[config.mk]
export PLATFORM = sky130hd
export DESIGN_NAME = lcdtg_top
export DESIGN_NICKNAME = d
export VERILOG_FILES = /design/src/rtl/lcdtg_pkg.sv /design/src/rtl/lcdtg_prescaler.sv /design/src/rtl/lcdtg_shift_gen.sv /design/src/rtl/lcdtg_top.sv
export SDC_FILE = /design/constraint.sdc
export NUM_CORES = 1
export LEC_CHECK = 0
export BUFFER_PORTS_ARGS = -buffer_cell sky130_fd_sc_hd__buf_2
export CAP_MARGIN = 0
export CELL_PAD_IN_SITES_DETAIL_PLACEMENT = 0
export CELL_PAD_IN_SITES_GLOBAL_PLACEMENT = 2
export CORE_AREA = 2 2 147 149
export CTS_CLUSTER_SIZE = 30
export DETAILED_ROUTE_END_ITERATION = 12
export DIE_AREA = 0 0 149 151
export GPL_ROUTABILITY_DRIVEN = 0
export PLACE_DENSITY_LB_ADDON = 0.1
export REMOVE_ABC_BUFFERS = 1
export SLEW_MARGIN = 10
export SYNTH_ARGS = -nofsm -noshare
export SYNTH_HDL_FRONTEND = slang
export SYNTH_SLANG_ARGS = --single-unit
[constraint.sdc]
create_clock -name pclk -period 3.9 [get_ports pclk]
set_clock_uncertainty 0.15 [all_clocks]
set_input_delay 0.585 -clock pclk [delete_from_list [all_inputs] [get_ports pclk]]
set_output_delay 0.585 -clock pclk [all_outputs]
set_load 0.02 [all_outputs]
[src/rtl/lcdtg_pkg.sv]
/*
 * Constants for the monochrome LCD panel timing generator: register
 * offsets, field positions, reset values and panel data width codes.
 * Assumes a 32-bit APB slave port with byte addresses and word registers.
 */
// Functional notes
// - The prescale tick comes every two-to-the-prescale_select cycles.
// - A shift clock period lasts shift_period_count plus one ticks.
// - The shift clock is high for shift_high_count plus one ticks.
// - The line clock rises line_rise_delay plus one ticks after the rise.
// - The line clock falls line_fall_delay plus one ticks after the rise.
// - A line lasts horizontal count plus one, times W, shift periods.
// - Frame rises two shift clocks after the last line's line clock.
// - Frame falls two shift clocks after the first line's line clock.
// - A frame lasts twice vertical count plus one line periods.
// - Panel data changes at the shift clock rise and holds a period.
package lcdtg_pkg;

  // ****************************************
  // Register offsets
  // ****************************************
  localparam logic [7:0] LCDTG_CTRL_OFS = 8'h00;
  localparam logic [7:0] LCDTG_SHIFT_OFS = 8'h04;
  localparam logic [7:0] LCDTG_LINE_OFS = 8'h08;
  localparam logic [7:0] LCDTG_RES_OFS = 8'h0C;
  localparam logic [7:0] LCDTG_STAT_OFS = 8'h10;

  // ****************************************
  // Field positions
  // ****************************************
  localparam int LCDTG_EN_BIT = 0;
  localparam int LCDTG_WID_LSB = 1;
  localparam int LCDTG_PSEL_LSB = 4;
  localparam int LCDTG_PER_LSB = 0;
  localparam int LCDTG_HIGH_LSB = 8;
  localparam int LCDTG_LRISE_LSB = 0;
  localparam int LCDTG_LFALL_LSB = 8;
  localparam int LCDTG_HRES_LSB = 0;
  localparam int LCDTG_VRES_LSB = 8;
  localparam int LCDTG_FRM_BIT = 9;

  // ****************************************
  // Reset values
  // ****************************************
  localparam logic [31:0] LCDTG_CTRL_RST = 32'h0000_0000;
  localparam logic [31:0] LCDTG_SHIFT_RST = 32'h0000_0103;
  localparam logic [31:0] LCDTG_LINE_RST = 32'h0000_0200;
  localparam logic [31:0] LCDTG_RES_RST = 32'h0000_C74F;

  // ****************************************
  // Panel data width codes
  // ****************************************
  localparam logic [1:0] LCDTG_BUS1 = 2'h0;
  localparam logic [1:0] LCDTG_BUS2 = 2'h1;
  localparam logic [1:0] LCDTG_BUS4 = 2'h2;

endpackage

[src/rtl/lcdtg_prescaler.sv]
/*
 * Power-of-two prescaler giving a one-cycle tick enable.
 * Assumes prescale_select is held steady while enabled.
 */
`timescale 1ns/100ps
module lcdtg_prescaler (
  input wire logic pclk,
  input wire logic presetn,
  input wire logic run,
  input wire logic [2:0] prescale_select,
  output logic tick
);
  import lcdtg_pkg::*;

  logic [6:0] cnt_r;
  logic [6:0] limit;
  logic [7:0] gap_r;

  assign limit = 7'((8'h01 << prescale_select) - 8'h01);

  always_ff @(posedge pclk or negedge presetn) begin
    if (!presetn) begin
      cnt_r <= 7'h00;
    end else if (!run || cnt_r >= limit) begin
      cnt_r <= 7'h00;
    end else begin
      cnt_r <= cnt_r + 7'h01;
    end
  end

  assign tick = run && (cnt_r >= limit);

  // Cycles since the previous tick, read by the check below only.
  always_ff @(posedge pclk or negedge presetn) begin
    if (!presetn) begin
      gap_r <= 8'h00;
    end else if (!run || tick) begin
      gap_r <= 8'h01;
    end else if (gap_r != 8'hFF) begin
      gap_r <= gap_r + 8'h01;
    end
  end

  property p_tick_gap;
    @(posedge pclk) disable iff (!presetn)
    run && $past(run) && $stable(prescale_select) && tick && $past(run, 2)
      && !$past(tick) |-> gap_r == (8'h01 << prescale_select);
  endproperty
  a_tick_gap: assert property (p_tick_gap)
    else $error("prescale tick spacing wrong");

endmodule

[src/rtl/lcdtg_shift_gen.sv]
/*
 * Shift clock generator counting prescale ticks.
 * Assumes the period and high counts are held steady while running.
 */
`timescale 1ns/100ps
module lcdtg_shift_gen (
  input wire logic pclk,
  input wire logic presetn,
  input wire logic run,
  input wire logic tick,
  input wire logic [4:0] shift_period_count,
  input wire logic [4:0] shift_high_count,
  output logic shift_level,
  output logic shift_rise
);
  import lcdtg_pkg::*;

  logic [4:0] ph_r;
  logic act_r;
  logic wrap;
  logic [4:0] ph_nxt;
  logic [5:0] hi_ticks_r;

  assign wrap = !act_r || ph_r >= shift_period_count;
  assign ph_nxt = wrap ? 5'h00 : ph_r + 5'h01;

  always_ff @(posedge pclk or negedge presetn) begin
    if (!presetn) begin
      ph_r <= 5'h00;
      act_r <= 1'b0;
      shift_rise <= 1'b0;
      shift_level <= 1'b0;
    end else if (!run) begin
      ph_r <= 5'h00;
      act_r <= 1'b0;
      shift_rise <= 1'b0;
      shift_level <= 1'b0;
    end else begin
      shift_rise <= tick && wrap;
      if (tick) begin
        ph_r <= ph_nxt;
        act_r <= 1'b1;
        shift_level <= ph_nxt <= shift_high_count;
      end
    end
  end

  // Ticks seen while the shift clock is high, for the check only.
  always_ff @(posedge pclk or negedge presetn) begin
    if (!presetn) begin
      hi_ticks_r <= 6'h00;
    end else if (shift_rise) begin
      // Only at the fastest rate does a tick fall in the rise's own cycle.
      hi_ticks_r <= tick ? 6'h01 : 6'h00;
    end else if (tick && shift_level && hi_ticks_r != 6'h3F) begin
      hi_ticks_r <= hi_ticks_r + 6'h01;
    end
  end

  property p_high_len;
    @(posedge pclk) disable iff (!presetn)
    run && $fell(shift_level) && shift_high_count < shift_period_count
      |-> hi_ticks_r == {1'b0, shift_high_count} + 6'h01;
  endproperty
  a_high_len: assert property (p_high_len)
    else $error("shift clock high time wrong");

  property p_rise_phase;
    @(posedge pclk) disable iff (!presetn)
    shift_rise |-> ph_r == 5'h00 && shift_level;
  endproperty
  a_rise_phase: assert property (p_rise_phase)
    else $error("shift rise not at phase zero");

endmodule

[src/rtl/lcdtg_top.sv]
/*
 * LCD panel timing generator with its APB register file.
 * Assumes one 50 MHz clock, APB master timing, and a pixel source that
 * presents the next nibble on pixel_nibble before each data request.
 */
// Chosen here: the APB interface to the registers and the placing of the registers.
`timescale 1ns/100ps
module lcdtg_top (
  input wire logic pclk,
  input wire logic presetn,
  input wire logic psel,
  input wire logic penable,
  input wire logic pwrite,
  input wire logic [7:0] paddr,
  input wire logic [31:0] pwdata,
  output logic [31:0] prdata,
  output logic pready,
  output logic pslverr,
  input wire logic [3:0] pixel_nibble,
  output logic pixel_request,
  output logic [3:0] panel_data,
  output logic panel_shift_clock,
  output logic panel_line_clock,
  output logic panel_frame
);
  import lcdtg_pkg::*;

  // ****************************************
  // Register file
  // ****************************************
  logic [31:0] ctrl_r;
  logic [31:0] shift_r;
  logic [31:0] line_r;
  logic [31:0] res_r;
  logic [31:0] rdata_nxt;
  logic wr_en;
  logic setup_ph;
  logic hit_ctrl;
  logic hit_shift;
  logic hit_line;
  logic hit_res;
  logic hit_stat;
  logic hit_any;

  logic enable;
  logic [1:0] width_sel;
  logic [2:0] prescale_select;
  logic [4:0] shift_period_count;
  logic [4:0] shift_high_count;
  logic [4:0] line_rise_delay;
  logic [4:0] line_fall_delay;
  logic [7:0] horizontal_resolution_count;
  logic [7:0] vertical_resolution_count;

  assign setup_ph = psel && !penable;
  assign wr_en = psel && penable && pwrite && pready;
  assign hit_ctrl = paddr == LCDTG_CTRL_OFS;
  assign hit_shift = paddr == LCDTG_SHIFT_OFS;
  assign hit_line = paddr == LCDTG_LINE_OFS;
  assign hit_res = paddr == LCDTG_RES_OFS;
  assign hit_stat = paddr == LCDTG_STAT_OFS;
  assign hit_any = hit_ctrl || hit_shift || hit_line || hit_res || hit_stat;

  assign enable = ctrl_r[LCDTG_EN_BIT];
  assign width_sel = ctrl_r[LCDTG_WID_LSB +: 2];
  assign prescale_select = ctrl_r[LCDTG_PSEL_LSB +: 3];
  assign shift_period_count = shift_r[LCDTG_PER_LSB +: 5];
  assign shift_high_count = shift_r[LCDTG_HIGH_LSB +: 5];
  assign line_rise_delay = line_r[LCDTG_LRISE_LSB +: 5];
  assign line_fall_delay = line_r[LCDTG_LFALL_LSB +: 5];
  assign horizontal_resolution_count = res_r[LCDTG_HRES_LSB +: 8];
  assign vertical_resolution_count = res_r[LCDTG_VRES_LSB +: 8];

  always_ff @(posedge pclk or negedge presetn) begin
    if (!presetn) begin
      ctrl_r <= LCDTG_CTRL_RST;
      shift_r <= LCDTG_SHIFT_RST;
      line_r <= LCDTG_LINE_RST;
      res_r <= LCDTG_RES_RST;
    end else if (wr_en) begin
      if (hit_ctrl) ctrl_r <= pwdata & 32'h0000_007F;
      if (hit_shift) shift_r <= pwdata & 32'h0000_1F1F;
      if (hit_line) line_r <= pwdata & 32'h0000_1F1F;
      if (hit_res) res_r <= pwdata & 32'h0000_FFFF;
    end
  end

  // ****************************************
  // Timing state
  // ****************************************
  logic tick;
  logic shift_level;
  logic shift_rise;
  logic [8:0] hsum;
  logic [10:0] hlimit;
  logic [10:0] hcnt_r;
  logic [8:0] vsum;
  logic [9:0] vlimit;
  logic tick_d_r;
  logic [8:0] vcnt_r;
  logic line_start;
  logic [5:0] lcnt_r;
  logic [5:0] lcnt_nxt;
  logic lact_r;
  logic line_first_r;
  logic line_last_r;
  logic line_set;
  logic line_clr;
  logic [1:0] fr_cnt_r;
  logic fr_pend_r;
  logic fr_level_r;

  // Register read data is assembled during the setup cycle so that the
  // answer is ready in the access cycle with no wait state.
  assign rdata_nxt = hit_ctrl ? ctrl_r :
                     hit_shift ? shift_r :
                     hit_line ? line_r :
                     hit_res ? res_r :
                     hit_stat ? {22'h0, panel_frame, 1'b0, vcnt_r[7:0]} :
                     32'h0000_0000;

  always_ff @(posedge pclk or negedge presetn) begin
    if (!presetn) begin
      pready <= 1'b0;
      pslverr <= 1'b0;
      prdata <= 32'h0000_0000;
    end else begin
      pready <= setup_ph;
      pslverr <= setup_ph && !hit_any;
      if (setup_ph) prdata <= pwrite ? 32'h0000_0000 : rdata_nxt;
    end
  end

  lcdtg_prescaler u_presc (
    .pclk(pclk),
    .presetn(presetn),
    .run(enable),
    .prescale_select(prescale_select),
    .tick(tick)
  );

  lcdtg_shift_gen u_shift (
    .pclk(pclk),
    .presetn(presetn),
    .run(enable),
    .tick(tick),
    .shift_period_count(shift_period_count),
    .shift_high_count(shift_high_count),
    .shift_level(shift_level),
    .shift_rise(shift_rise)
  );

  assign hsum = {1'b0, horizontal_resolution_count} + 9'h001;
  assign hlimit = (width_sel == LCDTG_BUS1) ? {hsum, 2'b00} :
                  (width_sel == LCDTG_BUS2) ? {1'b0, hsum, 1'b0} :
                  {2'b00, hsum};
  // A full frame can hold 512 lines, so the limit needs ten bits.
  assign vsum = {1'b0, vertical_resolution_count} + 9'h001;
  assign vlimit = {vsum, 1'b0};
  assign line_start = shift_rise && hcnt_r == 11'h000;

  always_ff @(posedge pclk or negedge presetn) begin
    if (!presetn) begin
      hcnt_r <= 11'h000;
      vcnt_r <= 9'h000;
    end else if (!enable) begin
      hcnt_r <= 11'h000;
      vcnt_r <= 9'h000;
    end else if (shift_rise) begin
      if (hcnt_r + 11'h001 >= hlimit) begin
        hcnt_r <= 11'h000;
        vcnt_r <= ({1'b0, vcnt_r} + 10'h001 >= vlimit) ? 9'h000 :
                  vcnt_r + 9'h001;
      end else begin
        hcnt_r <= hcnt_r + 11'h001;
      end
    end
  end

  // Ticks are counted from the one that launched the opening shift rise.
  // The line clock acts one cycle after the count moves, because the
  // shift clock also lags its own tick by two registers.
  assign lcnt_nxt = lcnt_r + 6'h01;
  assign line_set = lact_r && tick_d_r &&
                    lcnt_r == {1'b0, line_rise_delay} + 6'h01;
  assign line_clr = lact_r && tick_d_r &&
                    lcnt_r == {1'b0, line_fall_delay} + 6'h01;

  always_ff @(posedge pclk or negedge presetn) begin
    if (!presetn) begin
      lcnt_r <= 6'h00;
      lact_r <= 1'b0;
      line_first_r <= 1'b0;
      line_last_r <= 1'b0;
    end else if (!enable) begin
      lcnt_r <= 6'h00;
      lact_r <= 1'b0;
      line_first_r <= 1'b0;
      line_last_r <= 1'b0;
    end else if (line_start) begin
      lcnt_r <= {5'h00, tick};
      lact_r <= 1'b1;
      line_first_r <= vcnt_r == 9'h000;
      line_last_r <= {1'b0, vcnt_r} + 10'h001 >= vlimit;
    end else if (lact_r && tick) begin
      lcnt_r <= lcnt_nxt;
      if (lcnt_r > {1'b0, line_rise_delay} &&
          lcnt_r > {1'b0, line_fall_delay}) begin
        lact_r <= 1'b0;
      end
    end
  end

  // Marks the cycle in which the line count has just moved.
  always_ff @(posedge pclk or negedge presetn) begin
    if (!presetn) begin
      tick_d_r <= 1'b0;
    end else begin
      tick_d_r <= tick;
    end
  end

  // A line clock pulse that saw both the last and the first line would
  // raise the frame, as the last line wins; a frame holds two lines or more.
  always_ff @(posedge pclk or negedge presetn) begin
    if (!presetn) begin
      fr_cnt_r <= 2'h0;
      fr_pend_r <= 1'b0;
      fr_level_r <= 1'b0;
    end else if (!enable) begin
      fr_cnt_r <= 2'h0;
      fr_pend_r <= 1'b0;
      fr_level_r <= 1'b0;
    end else if (line_set && (line_last_r || line_first_r)) begin
      fr_cnt_r <= 2'h0;
      fr_pend_r <= 1'b1;
      fr_level_r <= line_last_r;
    end else if (fr_pend_r && shift_rise) begin
      fr_cnt_r <= fr_cnt_r + 2'h1;
      if (fr_cnt_r == 2'h1) begin
        fr_pend_r <= 1'b0;
      end
    end
  end

  // ****************************************
  // Panel outputs
  // ****************************************
  always_ff @(posedge pclk or negedge presetn) begin
    if (!presetn) begin
      panel_shift_clock <= 1'b0;
      panel_line_clock <= 1'b0;
      panel_frame <= 1'b0;
      panel_data <= 4'h0;
      pixel_request <= 1'b0;
    end else if (!enable) begin
      panel_shift_clock <= 1'b0;
      panel_line_clock <= 1'b0;
      panel_frame <= 1'b0;
      pixel_request <= 1'b0;
    end else begin
      panel_shift_clock <= shift_level;
      if (line_set) panel_line_clock <= 1'b1;
      else if (line_clr) panel_line_clock <= 1'b0;
      if (fr_pend_r && shift_rise && fr_cnt_r == 2'h1) begin
        panel_frame <= fr_level_r;
      end
      pixel_request <= shift_rise;
      if (shift_rise) panel_data <= pixel_nibble;
    end
  end

  // ****************************************
  // Checks
  // ****************************************
  property p_line_rise;
    @(posedge pclk) disable iff (!presetn)
    $rose(panel_line_clock) |-> $past(lcnt_r)
      == {1'b0, line_rise_delay} + 6'h01;
  endproperty
  a_line_rise: assert property (p_line_rise)
    else $error("line clock rise delay wrong");

  property p_line_fall;
    @(posedge pclk) disable iff (!presetn)
    enable && $past(enable) && $fell(panel_line_clock)
      |-> $past(lcnt_r) == {1'b0, line_fall_delay} + 6'h01;
  endproperty
  a_line_fall: assert property (p_line_fall)
    else $error("line clock fall delay wrong");

  property p_hcnt_range;
    @(posedge pclk) disable iff (!presetn)
    enable |-> hcnt_r < hlimit;
  endproperty
  a_hcnt_range: assert property (p_hcnt_range)
    else $error("horizontal count out of range");

  property p_width_w;
    @(posedge pclk) disable iff (!presetn)
    width_sel == LCDTG_BUS1 |->
      hlimit == 11'(({3'b000, horizontal_resolution_count} + 11'h001) << 2);
  endproperty
  a_width_w: assert property (p_width_w)
    else $error("width factor for 1-bit bus wrong");

  property p_frame_set;
    @(posedge pclk) disable iff (!presetn)
    $rose(panel_frame) |-> line_last_r && $past(shift_rise);
  endproperty
  a_frame_set: assert property (p_frame_set)
    else $error("frame raised outside last line");

  property p_frame_clr;
    @(posedge pclk) disable iff (!presetn)
    enable && $fell(panel_frame) |-> line_first_r && $past(shift_rise);
  endproperty
  a_frame_clr: assert property (p_frame_clr)
    else $error("frame dropped outside first line");

  property p_vcnt_range;
    @(posedge pclk) disable iff (!presetn)
    enable |-> {1'b0, vcnt_r} < vlimit;
  endproperty
  a_vcnt_range: assert property (p_vcnt_range)
    else $error("vertical count out of range");

  property p_data_launch;
    @(posedge pclk) disable iff (!presetn)
    $changed(panel_data) |-> $rose(panel_shift_clock) && pixel_request;
  endproperty
  a_data_launch: assert property (p_data_launch)
    else $error("panel data changed off the shift rise");

  property p_idle_low;
    @(posedge pclk) disable iff (!presetn)
    !enable |-> ##1 !panel_shift_clock && !panel_line_clock && !panel_frame;
  endproperty
  a_idle_low: assert property (p_idle_low)
    else $error("strobes not low while disabled");

endmodule

==> flow_metrics.py, run 1 <==
metrics = {
    "die": {
        "core_region_area_sq_mm": 0.0208,
        "placement_rows": 53,
        "floorplan.die_area_sq_mm": 0.0225,
        "floorplan.initialDensity_pct": 36.6,
        "dieHeight_um": 151,
        "chipWidth_um": 149,
        "io-pin-count": 91,
    },
    "timing": {
        "timing.final.max_slew_violations": 0,
        "min_period_over_period_pct": 89.6,
        "finalSetupTns_ns": 0,
        "rsz0062_at_grt": "no",
        "setup_viol_count_final": 0,
        "finalHoldViolCount": 0,
        "timing.hold.ws_ns": 0.144,
        "peak_clock_frequency_supported_by_timing_mhz": 286,
        "actual_transition_at_the_worst_max_transition_pin_ns": 0.935,
        "layout_min_cycle_time_ns": 3.49,
        "max-slew-margin-rel_pct": 37.6,
        "final_critical_path_setup_slack_ns": 0.406,
    },
    "critical_path": {
        "timing.critical_path.from_type": "flop",
        "timing.critical_path.to_type": "flop",
        "worstPathMaxFanout": 11,
        "critical_path.slowest_cell": "sky130_fd_sc_hd__dfstp_2",
        "cp_data_arrival_time_ns": 3.63,
        "worst-endpoint-required_ns": 4.03,
        "timing.critical_path.buf_inv": 0,
        "crit_type": "reg2reg",
        "crit_chain": "ha_1 -> nand3_1 -> nor2_1 -> nand3_1 -> or3_1 -> ha_1 -> a21oi_1 -> o211ai_1 -> a21oi_1 -> o21a_1 -> or2_2 -> o221ai_1",
        "category_of_cells_accounting_for_the_largest_share_of_critical_path_delay": "compound AO/OA/AOI/OAI gates",
        "crit_path_max_incr_delay_ns": 0.60,
    },
    "synth": {
        "synth_sequential_area_ratio_pct": 39.0,
        "synthSimpleGateAreaFrac_pct": 17.6,
        "synth_area_in_compound_gates_pct": 13.8,
        "yosys-top-cells-count": "sky130_fd_sc_hd__dfrtp_1 (104), sky130_fd_sc_hd__nand2_1 (78), sky130_fd_sc_hd__ha_1 (59)",
        "dominant_combinational_cell_family_by_area_after_synthesis": "simple AND/OR/NAND/NOR gates",
        "cell_type_contributing_the_most_total_cell_area_after_synthesis": "sky130_fd_sc_hd__dfrtp_1",
        "synth_xor_xnor_area_share_pct": 5.75,
        "synth_flop_cell": "sky130_fd_sc_hd__dfrtp_1",
        "synth.cell_area_sq_mm": 0.00761,
        "async_reset_ff_share_pct": 100,
        "number_of_flops_mapped_to_enable_cells_by_yosys": 0,
        "ys_ff_latch": 118,
        "synth_mux_area_share_pct": 8.40,
        "post_synth.cell_area_avg_sq_um": 9.25,
        "synthCells": 823,
        "synthMostInstantiatedCell": "sky130_fd_sc_hd__dfrtp_1",
        "synthTopCellsByArea": "sky130_fd_sc_hd__dfrtp_1 (34%), sky130_fd_sc_hd__ha_1 (9.7%), sky130_fd_sc_hd__mux2_2 (7.0%)",
        "yosys.area.top_type_share_pct": 34.2,
        "yosys_warnings": 0,
        "synth_adder_area_share_pct": 9.70,
        "yosys.cell_types.count": 63,
    },
    "cts": {
        "number_of_gates_resized_after_cts": 0,
        "cts_buffers": 17,
        "post-cts-setup-buffer-count": 0,
        "cts_hold_repair.buffers": 0,
        "tritoncts": "built",
        "ctsRootBufferMaster": "sky130_fd_sc_hd__clkbuf_16",
        "clkLatencyLatePin_ns": 0.42,
        "cts.clk_slew.worst_paths_ns": 0.06,
        "numClockSinks": 118,
        "clock_tree.htree_level_count": 4,
        "cts_buffer_depth": 2,
    },
    "grt": {
        "grt.overflow.total": 0,
        "global_route.usage.total_pct": 19.2,
        "grt_antenna_before_repair": 0,
        "first_global_vias": 5950,
        "grt_start_max_net_pins": 65,
        "first_pass_grt_wire_length_mm": 32.8,
    },
    "route": {
        "violation_count_after_the_first_detailed_route_iteration": 235,
        "routedWlPerCell_um": 17.9,
        "routed_wirelength_mm": 20.8,
        "firstDrtPassIters": 4,
        "avgViaCountPerCell": 5.21,
        "remaining_drc_errors": 0,
        "route.antenna.remaining_nets": 0,
        "routed-via-count": 6055,
    },
    "placement": {
        "dp_hpwl_mm": 15.2,
        "dpl_cell_area_sq_mm": 0.00813,
        "place_worst_setup_slack_ns": 0.419,
        "port_buffers": 58,
    },
    "power_and_ir_drop": {
        "vdd_ir_drop_max_uv": 261,
        "power.leakage_nw": 3.99,
        "power.density_cell_area_mw_per_mm2": 504,
    },
    "finish": {
        "nets": 983,
        "drive_above_1_share_pct": 20.4,
        "stdcell_area_sq_mm": 0.00872,
        "antenna-diode-count": 0,
        "fillCellCount": 2117,
        "area_growth_pct": 14.5,
    },
    "outcome": {
        "run_status": "finished clean",
    },
    "job": {
        "max_cap_viol_count": 0,
    },
    "hold_path": {
        "worstHoldPathType": "in2async",
    },
}
==> routing by layer <==
layer	track usage [%]	up-vias	wire length (um)
met5	0	-	0
met4	4.81	0	322
met3	3.98	20	718
met2	32.5	95	10100
met1	25.1	2949	9690
li1	-	2991	-
==> cell type report <==
class | instances | area [sq um] | area share, %
Multi-Input combinational cell | 625 | 4270 | 48.9
Sequential cell | 118 | 2970 | 34.1
Clock buffer | 18 | 439 | 5.04
Timing Repair Buffer | 69 | 388 | 4.45
Tap cell | 275 | 344 | 3.95
Inverter | 44 | 165 | 1.89
Clock inverter | 14 | 149 | 1.71
==> metrics by stage <==
stage,power (mW),std cells,utilization (%)
detailed placement,2.85,1131,39.1
CTS,4.45,1163,41.9
global route,4.67,1163,41.9
floorplan,2.39,787,-
global placement,2.80,1131,39.1
finish,4.39,1163,41.9
==> layout by cell type (no fill, tap or decap), types with 12 or more instances in the layout <==
master,netlist,routed
sky130_fd_sc_hd__o21ai_0,53,52
sky130_fd_sc_hd__nor2_1,58,58
sky130_fd_sc_hd__and2_1,12,12
sky130_fd_sc_hd__ha_1,59,59
sky130_fd_sc_hd__nor3_1,12,12
sky130_fd_sc_hd__dfstp_2,14,14
sky130_fd_sc_hd__xnor2_1,27,27
sky130_fd_sc_hd__mux2_2,47,47
sky130_fd_sc_hd__conb_1,1,16
sky130_fd_sc_hd__dfrtp_1,104,104
sky130_fd_sc_hd__inv_1,42,42
sky130_fd_sc_hd__nand3_1,49,49
sky130_fd_sc_hd__nand2_1,78,78
sky130_fd_sc_hd__buf_2,5,57
sky130_fd_sc_hd__xor2_1,23,23
sky130_fd_sc_hd__a21oi_1,38,38
sky130_fd_sc_hd__clkbuf_16,0,17
==> state kept, by name, summed over array words and instances, names as in the netlist, 6 cells and up <==
name / cells
u_presc.cnt_r: 7
res_r: 16
shift_r: 10
hcnt_r: 11
ctrl_r: 7
prdata: 16
vcnt_r: 9
lcnt_r: 6
line_r: 10
==> where the power goes <==
part,switching (mW),internal (mW)
registers,0.186,1.39
clock network,0.621,0.961
logic,0.716,0.515
total,1.52,2.87
==> logic make-up (layout without fill, tap and decap cells) <==
| logic type | count (synthesis) | in the layout |
|---|---|---|
| adders and majority gates | 59 | 59 |
| AOI/OAI and AO/OA | 166 | 166 |
| DFF | 118 | 118 |
| and+or+nand+nor | 276 | 276 |
| other | 1 | 16 |
| xor gates and xnor gates | 50 | 50 |
| muxes | 58 | 58 |
| buffers and inverters | 95 | 145 |
==> path summary, 6_finish.rpt <==
| path | end | slack [ns] | depth (start not counted) | startpoint |
|---|---|---|---|---|
| worst min-delay path | hcnt_r[6] | 0.14 | 1 | presetn |
| worst max-delay path | vcnt_r[4] | 0.41 | 12 | res_r[0] |
| min in group pclk | res_r[13] | 0.25 | 2 | pwdata[13] |
| worst max register to register | vcnt_r[4] | 0.41 | 12 | res_r[0] |
| worst min register to register | prdata[4] | 0.32 | 2 | prdata[4] |
| max in group asynchronous | res_r[1] | 2.62 | 2 | presetn |
No activity file was read; power rests on OpenSTA's default activity.
==> run 2: changes to the inputs <==
--- a/config.mk
+++ b/config.mk
@@ -9,10 +9,11 @@
 export CAP_MARGIN = 0
 export CELL_PAD_IN_SITES_DETAIL_PLACEMENT = 0
 export CELL_PAD_IN_SITES_GLOBAL_PLACEMENT = 2
-export CORE_AREA = 2 2 147 149
+export CORE_AREA = 2 2 204 106
+export CTS_BUF_LIST = sky130_fd_sc_hd__clkbuf_4 sky130_fd_sc_hd__clkbuf_8
 export CTS_CLUSTER_SIZE = 30
 export DETAILED_ROUTE_END_ITERATION = 12
-export DIE_AREA = 0 0 149 151
+export DIE_AREA = 0 0 206 108
 export GPL_ROUTABILITY_DRIVEN = 0
 export PLACE_DENSITY_LB_ADDON = 0.1
 export REMOVE_ABC_BUFFERS = 1
==> run 2 against run 1 <==
Effect of this change:
- count of clock-buffer cells in the layout down 1
- register-to-register slack worse by 0.02 ns
- final cell count down 0.26%
- global-route usage up 0.13 points
- power down 13%
- worst setup slack worse by 0.017 ns
- sequential share of layout area up 0.98 points
- critical endpoint unchanged
- largest power group unchanged
- highest routed layer unchanged
==> flow_metrics.py, run 2 (same netlist as run 1, synthesis figures left out) <==
metrics = {
    "critical_path": {
        "worst_r2r_startpoint": "res_r[0]",
        "timing.critical_path.from_type": "flop",
        "category_of_cells_accounting_for_the_largest_share_of_critical_path_delay": "compound AO/OA/AOI/OAI gates",
        "startpoint": "res_r[0]",
        "worstSetupEndpoint": "vcnt_r[4]",
        "worst-endpoint-required_ns": 4.06,
        "rr_endpoint": "vcnt_r[4]",
        "critical_path.slowest_cell": "sky130_fd_sc_hd__dfstp_2",
        "crit_type": "reg2reg",
        "worstPathMaxFanout": 11,
        "crit_path_max_incr_delay_ns": 0.62,
        "cp_data_arrival_time_ns": 3.67,
        "critical_path_depth": 12,
        "timing.reg2reg.setup_slack_ns": 0.39,
        "crit_chain": "ha_1 -> nand3_1 -> nor2_1 -> nand3_1 -> or3_1 -> ha_1 -> a21oi_1 -> o211ai_1 -> a21oi_1 -> o21a_1 -> or2_2 -> o221ai_1",
        "reg2reg_depth": 12,
        "timing.critical_path.buf_inv": 0,
        "timing.critical_path.to_type": "flop",
    },
    "die": {
        "floorplan.initialDensity_pct": 37.5,
        "core_region_area_sq_mm": 0.0203,
        "placement_rows": 37,
        "dieHeight_um": 108,
        "chipWidth_um": 206,
        "io-pin-count": 91,
        "floorplan.die_area_sq_mm": 0.0222,
    },
    "timing": {
        "setup_viol_count_final": 0,
        "peak_clock_frequency_supported_by_timing_mhz": 285,
        "rsz0062_at_grt": "no",
        "finalSetupTns_ns": 0,
        "max-slew-margin-rel_pct": 47.8,
        "min_period_over_period_pct": 90.0,
        "finalHoldViolCount": 0,
        "layout_min_cycle_time_ns": 3.51,
        "actual_transition_at_the_worst_max_transition_pin_ns": 0.776,
        "timing.final.max_slew_violations": 0,
    },
    "finish": {
        "final_cell_mix": "sky130_fd_sc_hd__dfrtp_1 (104), sky130_fd_sc_hd__nand2_1 (78), sky130_fd_sc_hd__ha_1 (59)",
        "stdcell_area_sq_mm": 0.00848,
        "antenna-diode-count": 0,
        "area_growth_pct": 11.4,
        "drive_above_1_share_pct": 20.3,
        "commonest_non_fill_non_tap_cell_in_the_layout": "sky130_fd_sc_hd__dfrtp_1",
        "largestRegisters": "prdata x16, res_r x16, hcnt_r x11",
        "nets": 982,
    },
    "job": {
        "max_cap_viol_count": 0,
    },
    "route": {
        "routed_wirelength_mm": 20.2,
        "route.antenna.remaining_nets": 0,
        "violation_count_after_the_first_detailed_route_iteration": 234,
        "firstDrtPassIters": 4,
        "avgViaCountPerCell": 5.11,
        "routedWlPerCell_um": 17.4,
        "remaining_drc_errors": 0,
        "routed-via-count": 5932,
    },
    "grt": {
        "grt_start_max_net_pins": 51,
        "grt.overflow.total": 0,
        "global_route.usage.total_pct": 19.3,
        "grt_antenna_before_repair": 0,
        "first_global_vias": 5949,
        "first_pass_grt_wire_length_mm": 32.6,
    },
    "cts": {
        "numClockSinks": 118,
        "number_of_gates_resized_after_cts": 0,
        "cts_buffer_depth": 2,
        "post-cts-setup-buffer-count": 0,
        "clock_tree.htree_level_count": 4,
        "cts_hold_repair.buffers": 0,
        "ctsRootBufferMaster": "sky130_fd_sc_hd__clkbuf_8",
        "cts_buffers": 17,
        "tritoncts": "built",
        "clkLatencyLatePin_ns": 0.45,
        "cts.clk_slew.worst_paths_ns": 0.08,
    },
    "power_and_ir_drop": {
        "vdd_ir_drop_max_uv": 177,
        "power.leakage_nw": 3.87,
        "total_power_consumption_of_the_routed_design_mw": 3.82,
        "power.density_cell_area_mw_per_mm2": 450,
    },
    "placement": {
        "dp_hpwl_mm": 15.0,
        "port_buffers": 58,
        "dpl_cell_area_sq_mm": 0.00812,
    },
    "hold_path": {
        "worstHoldPathType": "in2async",
    },
    "outcome": {
        "run_status": "finished clean",
    },
}
[run 2: changes by cell type in the layout (fill, tap and decap cells not counted), moves of 2 or more]
cell / before / now
sky130_fd_sc_hd__bufinv_16: 2 / 0
sky130_fd_sc_hd__clkbuf_16: 17 / 0
sky130_fd_sc_hd__clkbuf_8: 1 / 17
sky130_fd_sc_hd__clkinv_2: 4 / 2
sky130_fd_sc_hd__clkinvlp_4: 1 / 4
sky130_fd_sc_hd__inv_6: 3 / 5
[run 2: area by class of cell]
| class | count | area, sq um |
|---|---|---|
| clock inverter | 15 | 121 |
| clock buffer | 17 | 234 |
| timing repair buffer | 68 | 380 |
| inverter | 44 | 165 |
| fill | 2084 | 11800 |
| multi-input combinational | 625 | 4270 |
| sequential | 118 | 2970 |
| tap | 273 | 342 |
[run 2: routing by layer]
metal  vias to the layer above  GRT usage, %  wire length [um]
li1                       2966             -                 -
met1                      2878          27.6             10300
met2                        81          30.3              9090
met3                         7          3.74               658
met4                         0          4.34                81
met5                         -             0                 0
[run 2: power by group]
part | total [mW] | internal [mW] | switching (mW)
logic | 1.20 | 0.514 | 0.685
clock network | 1.05 | 0.452 | 0.600
registers | 1.57 | 1.39 | 0.178
total | 3.82 | 2.35 | 1.46
[run 2: worst min path at each step]
stage / start / slack (ns) / end / cells past startpoint
finish: presetn / 0.006 / panel_data[0] / 1
global route: presetn / 0.03 / panel_data[0] / 1
CTS: presetn / 0.01 / fr_cnt_r[1] / 1
detailed placement: prdata[4] / 0.31 / prdata[4] / 2
global placement: prdata[4] / 0.30 / prdata[4] / 2
floorplan: presetn / 0.14 / ctrl_r[0] / 0
[run 2: stage by stage]
| step | util, % | hold slack, ns | std cells | setup WS [ns] |
|---|---|---|---|---|
| finish | 41.8 | 0.00566 | 1160 | 0.389 |
| global route | 41.8 | 0.0324 | 1160 | 0.0578 |
| CTS | 41.8 | 0.0142 | 1160 | 0.373 |
| detailed placement | 40.1 | 0.312 | 1128 | 0.394 |
| global placement | 40.1 | 0.299 | 1128 | 0.434 |
| floorplan | - | 0.139 | 787 | 0.789 |
[run 2: worst register-to-register path, stage by stage (launching register included)]
cell	delay (ns)
sky130_fd_sc_hd__dfstp_2	0.62
sky130_fd_sc_hd__ha_1	0.22
sky130_fd_sc_hd__nand3_1	0.12
sky130_fd_sc_hd__nor2_1	0.19
sky130_fd_sc_hd__nand3_1	0.14
sky130_fd_sc_hd__or3_1	0.34
sky130_fd_sc_hd__ha_1	0.30
sky130_fd_sc_hd__a21oi_1	0.26
sky130_fd_sc_hd__o211ai_1	0.13
sky130_fd_sc_hd__a21oi_1	0.18
sky130_fd_sc_hd__o21a_1	0.39
sky130_fd_sc_hd__or2_2	0.21
sky130_fd_sc_hd__o221ai_1	0.12
==> run 3: changes to the inputs <==
--- a/config.mk
+++ b/config.mk
@@ -9,11 +9,10 @@
 export CAP_MARGIN = 0
 export CELL_PAD_IN_SITES_DETAIL_PLACEMENT = 0
 export CELL_PAD_IN_SITES_GLOBAL_PLACEMENT = 2
-export CORE_AREA = 2 2 204 106
-export CTS_BUF_LIST = sky130_fd_sc_hd__clkbuf_4 sky130_fd_sc_hd__clkbuf_8
+export CORE_AREA = 2 2 206 107
 export CTS_CLUSTER_SIZE = 30
 export DETAILED_ROUTE_END_ITERATION = 12
-export DIE_AREA = 0 0 206 108
+export DIE_AREA = 0 0 208 109
 export GPL_ROUTABILITY_DRIVEN = 0
 export PLACE_DENSITY_LB_ADDON = 0.1
 export REMOVE_ABC_BUFFERS = 1
==> run 3 against run 2 <==
Effect of this change:
- power rose by 18%
- routed wire length rose by 8.4%
- critical endpoint unchanged
- largest cell class unchanged
- first-iteration DRC count rose by 67%
- combinational power rose by 5%
- final area rose by 3.3%
- count of clock-buffer cells in the layout rose by 4
- critical path depth did not move
- sequential share of layout area fell by 1.1 points
- non-clock buffer count rose by 2
- global-route usage rose by 0.68 points
- sequential power barely moved
- final cell count rose by 0.69%
==> flow_metrics.py, run 3 (same netlist as run 1, synthesis figures left out) <==
metrics = {
    "die": {
        "chipWidth_um": 208,
        "io-pin-count": 91,
        "floorplan.initialDensity_pct": 36.2,
        "core_region_area_sq_mm": 0.0210,
        "dieHeight_um": 109,
        "floorplan.die_area_sq_mm": 0.0227,
        "placement_rows": 38,
    },
    "grt": {
        "first_pass_grt_wire_length_mm": 33.8,
        "globalRoute.busiestLayer": "met1",
        "grt_use_met2_pct": 25.7,
        "first_global_vias": 5817,
        "grt.overflow.total": 0,
        "grt_start_max_net_pins": 71,
        "global_route.usage.total_pct": 20.0,
        "grt_antenna_before_repair": 0,
        "globalRouteMet3Util_pct": 4.55,
        "met1_track_demand_over_resource_in_global_routing_pct": 32.1,
    },
    "critical_path": {
        "worst-endpoint-required_ns": 4.04,
        "cp_data_arrival_time_ns": 3.70,
        "crit_type": "reg2reg",
        "timing.critical_path.to_type": "flop",
        "worstPathMaxFanout": 10,
        "timing.critical_path.from_type": "flop",
    },
    "finish": {
        "fillCellCount": 2088,
        "largestRegisters": "prdata x16, res_r x16, hcnt_r x11",
        "nets": 984,
        "area_growth_pct": 15.1,
        "commonest_non_fill_non_tap_cell_in_the_layout": "sky130_fd_sc_hd__dfrtp_1",
        "drive_above_1_share_pct": 20.2,
        "final_cell_mix": "sky130_fd_sc_hd__dfrtp_1 (104), sky130_fd_sc_hd__nand2_1 (78), sky130_fd_sc_hd__ha_1 (59)",
        "antenna-diode-count": 0,
    },
    "timing": {
        "timing.final.max_slew_violations": 0,
        "rsz0062_at_grt": "no",
        "timing.hold.ws_ns": 0.0497,
        "finalHoldViolCount": 0,
        "layout_min_cycle_time_ns": 3.55,
        "setup_viol_count_final": 0,
        "finalSetupTns_ns": 0,
        "min_period_over_period_pct": 91.1,
        "peak_clock_frequency_supported_by_timing_mhz": 281,
        "actual_transition_at_the_worst_max_transition_pin_ns": 0.760,
        "max-slew-margin-rel_pct": 49.2,
    },
    "cts": {
        "number_of_gates_resized_after_cts": 0,
        "cts_buffers": 17,
        "clock_tree.htree_level_count": 4,
        "cts.clk_slew.worst_paths_ns": 0.06,
        "tritoncts": "built",
        "post-cts-setup-buffer-count": 0,
        "clkLatencyLatePin_ns": 0.43,
        "numClockSinks": 118,
        "cts_hold_repair.buffers": 0,
        "cts_buffer_depth": 2,
        "ctsRootBufferMaster": "sky130_fd_sc_hd__clkbuf_16",
    },
    "route": {
        "routed_wirelength_mm": 21.9,
        "route.antenna.remaining_nets": 0,
        "avgViaCountPerCell": 5.27,
        "routedWlPerCell_um": 18.7,
        "firstDrtPassIters": 4,
        "violation_count_after_the_first_detailed_route_iteration": 390,
        "remaining_drc_errors": 0,
        "routed-via-count": 6152,
    },
    "placement": {
        "port_buffers": 58,
        "dp_hpwl_mm": 16.6,
    },
    "power_and_ir_drop": {
        "vdd_ir_drop_max_uv": 305,
        "power.leakage_nw": 4.01,
        "power.density_cell_area_mw_per_mm2": 516,
    },
    "outcome": {
        "run_status": "finished clean",
    },
    "job": {
        "max_cap_viol_count": 0,
    },
    "hold_path": {
        "worstHoldPathType": "in2async",
    },
}
==> run 3: cell count changes in the layout (fill, tap and decap cells not counted), sizes merged <==
cell      before  now
bufinv         0    4
clkbuf        17   21
buf           68   70
clkinvlp       4    1
inv           48   42
==> run 3: area by class of cell <==
type | instances | area (sq um) | share of cell area, %
multi-input cells | 625 | 4270 | 48.7
clock buffers | 21 | 460 | 5.26
inverters | 44 | 165 | 1.89
repair buffers | 70 | 395 | 4.51
well taps | 280 | 350 | 4.00
flip-flops and latches | 118 | 2970 | 33.9
clock inverters | 10 | 153 | 1.74
==> run 3: per-layer routing <==
metal  wire length, um  part of all wire, %
met5                 0                    0
met1             12500                   57
met3              1120                  5.1
met2              8020                   37
met4               254                  1.2
==> run 3: path summary, 6_finish.rpt <==
check / start / endpoint / slack (ns) / cells after the start
hold reg to reg: prdata[4] / prdata[4] / 0.31 / 2
setup / recovery: res_r[0] / vcnt_r[4] / 0.35 / 12
max in group asynchronous: presetn / line_r[9] / 2.68 / 2
hold / removal: presetn / panel_data[2] / 0.05 / 1
min in group pclk: pixel_nibble[1] / panel_data[1] / 0.24 / 2
setup reg to reg: res_r[0] / vcnt_r[4] / 0.35 / 12
==> run 3: report_power, final <==
part	switching [mW]	internal (mW)	total [mW]
registers	0.192	1.39	1.58
clock network	0.584	1.09	1.68
logic	0.743	0.516	1.26
==> run 3: critical path, cell delays in order (launching register included) <==
cell	delay (ns)
sky130_fd_sc_hd__dfstp_2	0.60
sky130_fd_sc_hd__ha_1	0.20
sky130_fd_sc_hd__nand3_1	0.13
sky130_fd_sc_hd__nor2_1	0.20
sky130_fd_sc_hd__nand3_1	0.14
sky130_fd_sc_hd__or3_1	0.34
sky130_fd_sc_hd__ha_1	0.30
sky130_fd_sc_hd__a21oi_1	0.28
sky130_fd_sc_hd__o211ai_1	0.14
sky130_fd_sc_hd__a21oi_1	0.21
sky130_fd_sc_hd__o21a_1	0.39
sky130_fd_sc_hd__or2_2	0.21
sky130_fd_sc_hd__o221ai_1	0.12
==> run 3: stage by stage <==
step	utilization (%)	std cells	worst slack, ns	instance area, sq um	power (mW)
after floorplan	-	787	0.789	7400	2.39
after global placement	38.8	1137	0.449	8150	2.82
after detailed placement	38.8	1137	0.379	8150	2.86
after CTS	41.7	1168	0.362	8760	4.55
after global routing	41.7	1168	0.0143	8760	4.78
final	41.7	1168	0.345	8760	4.52
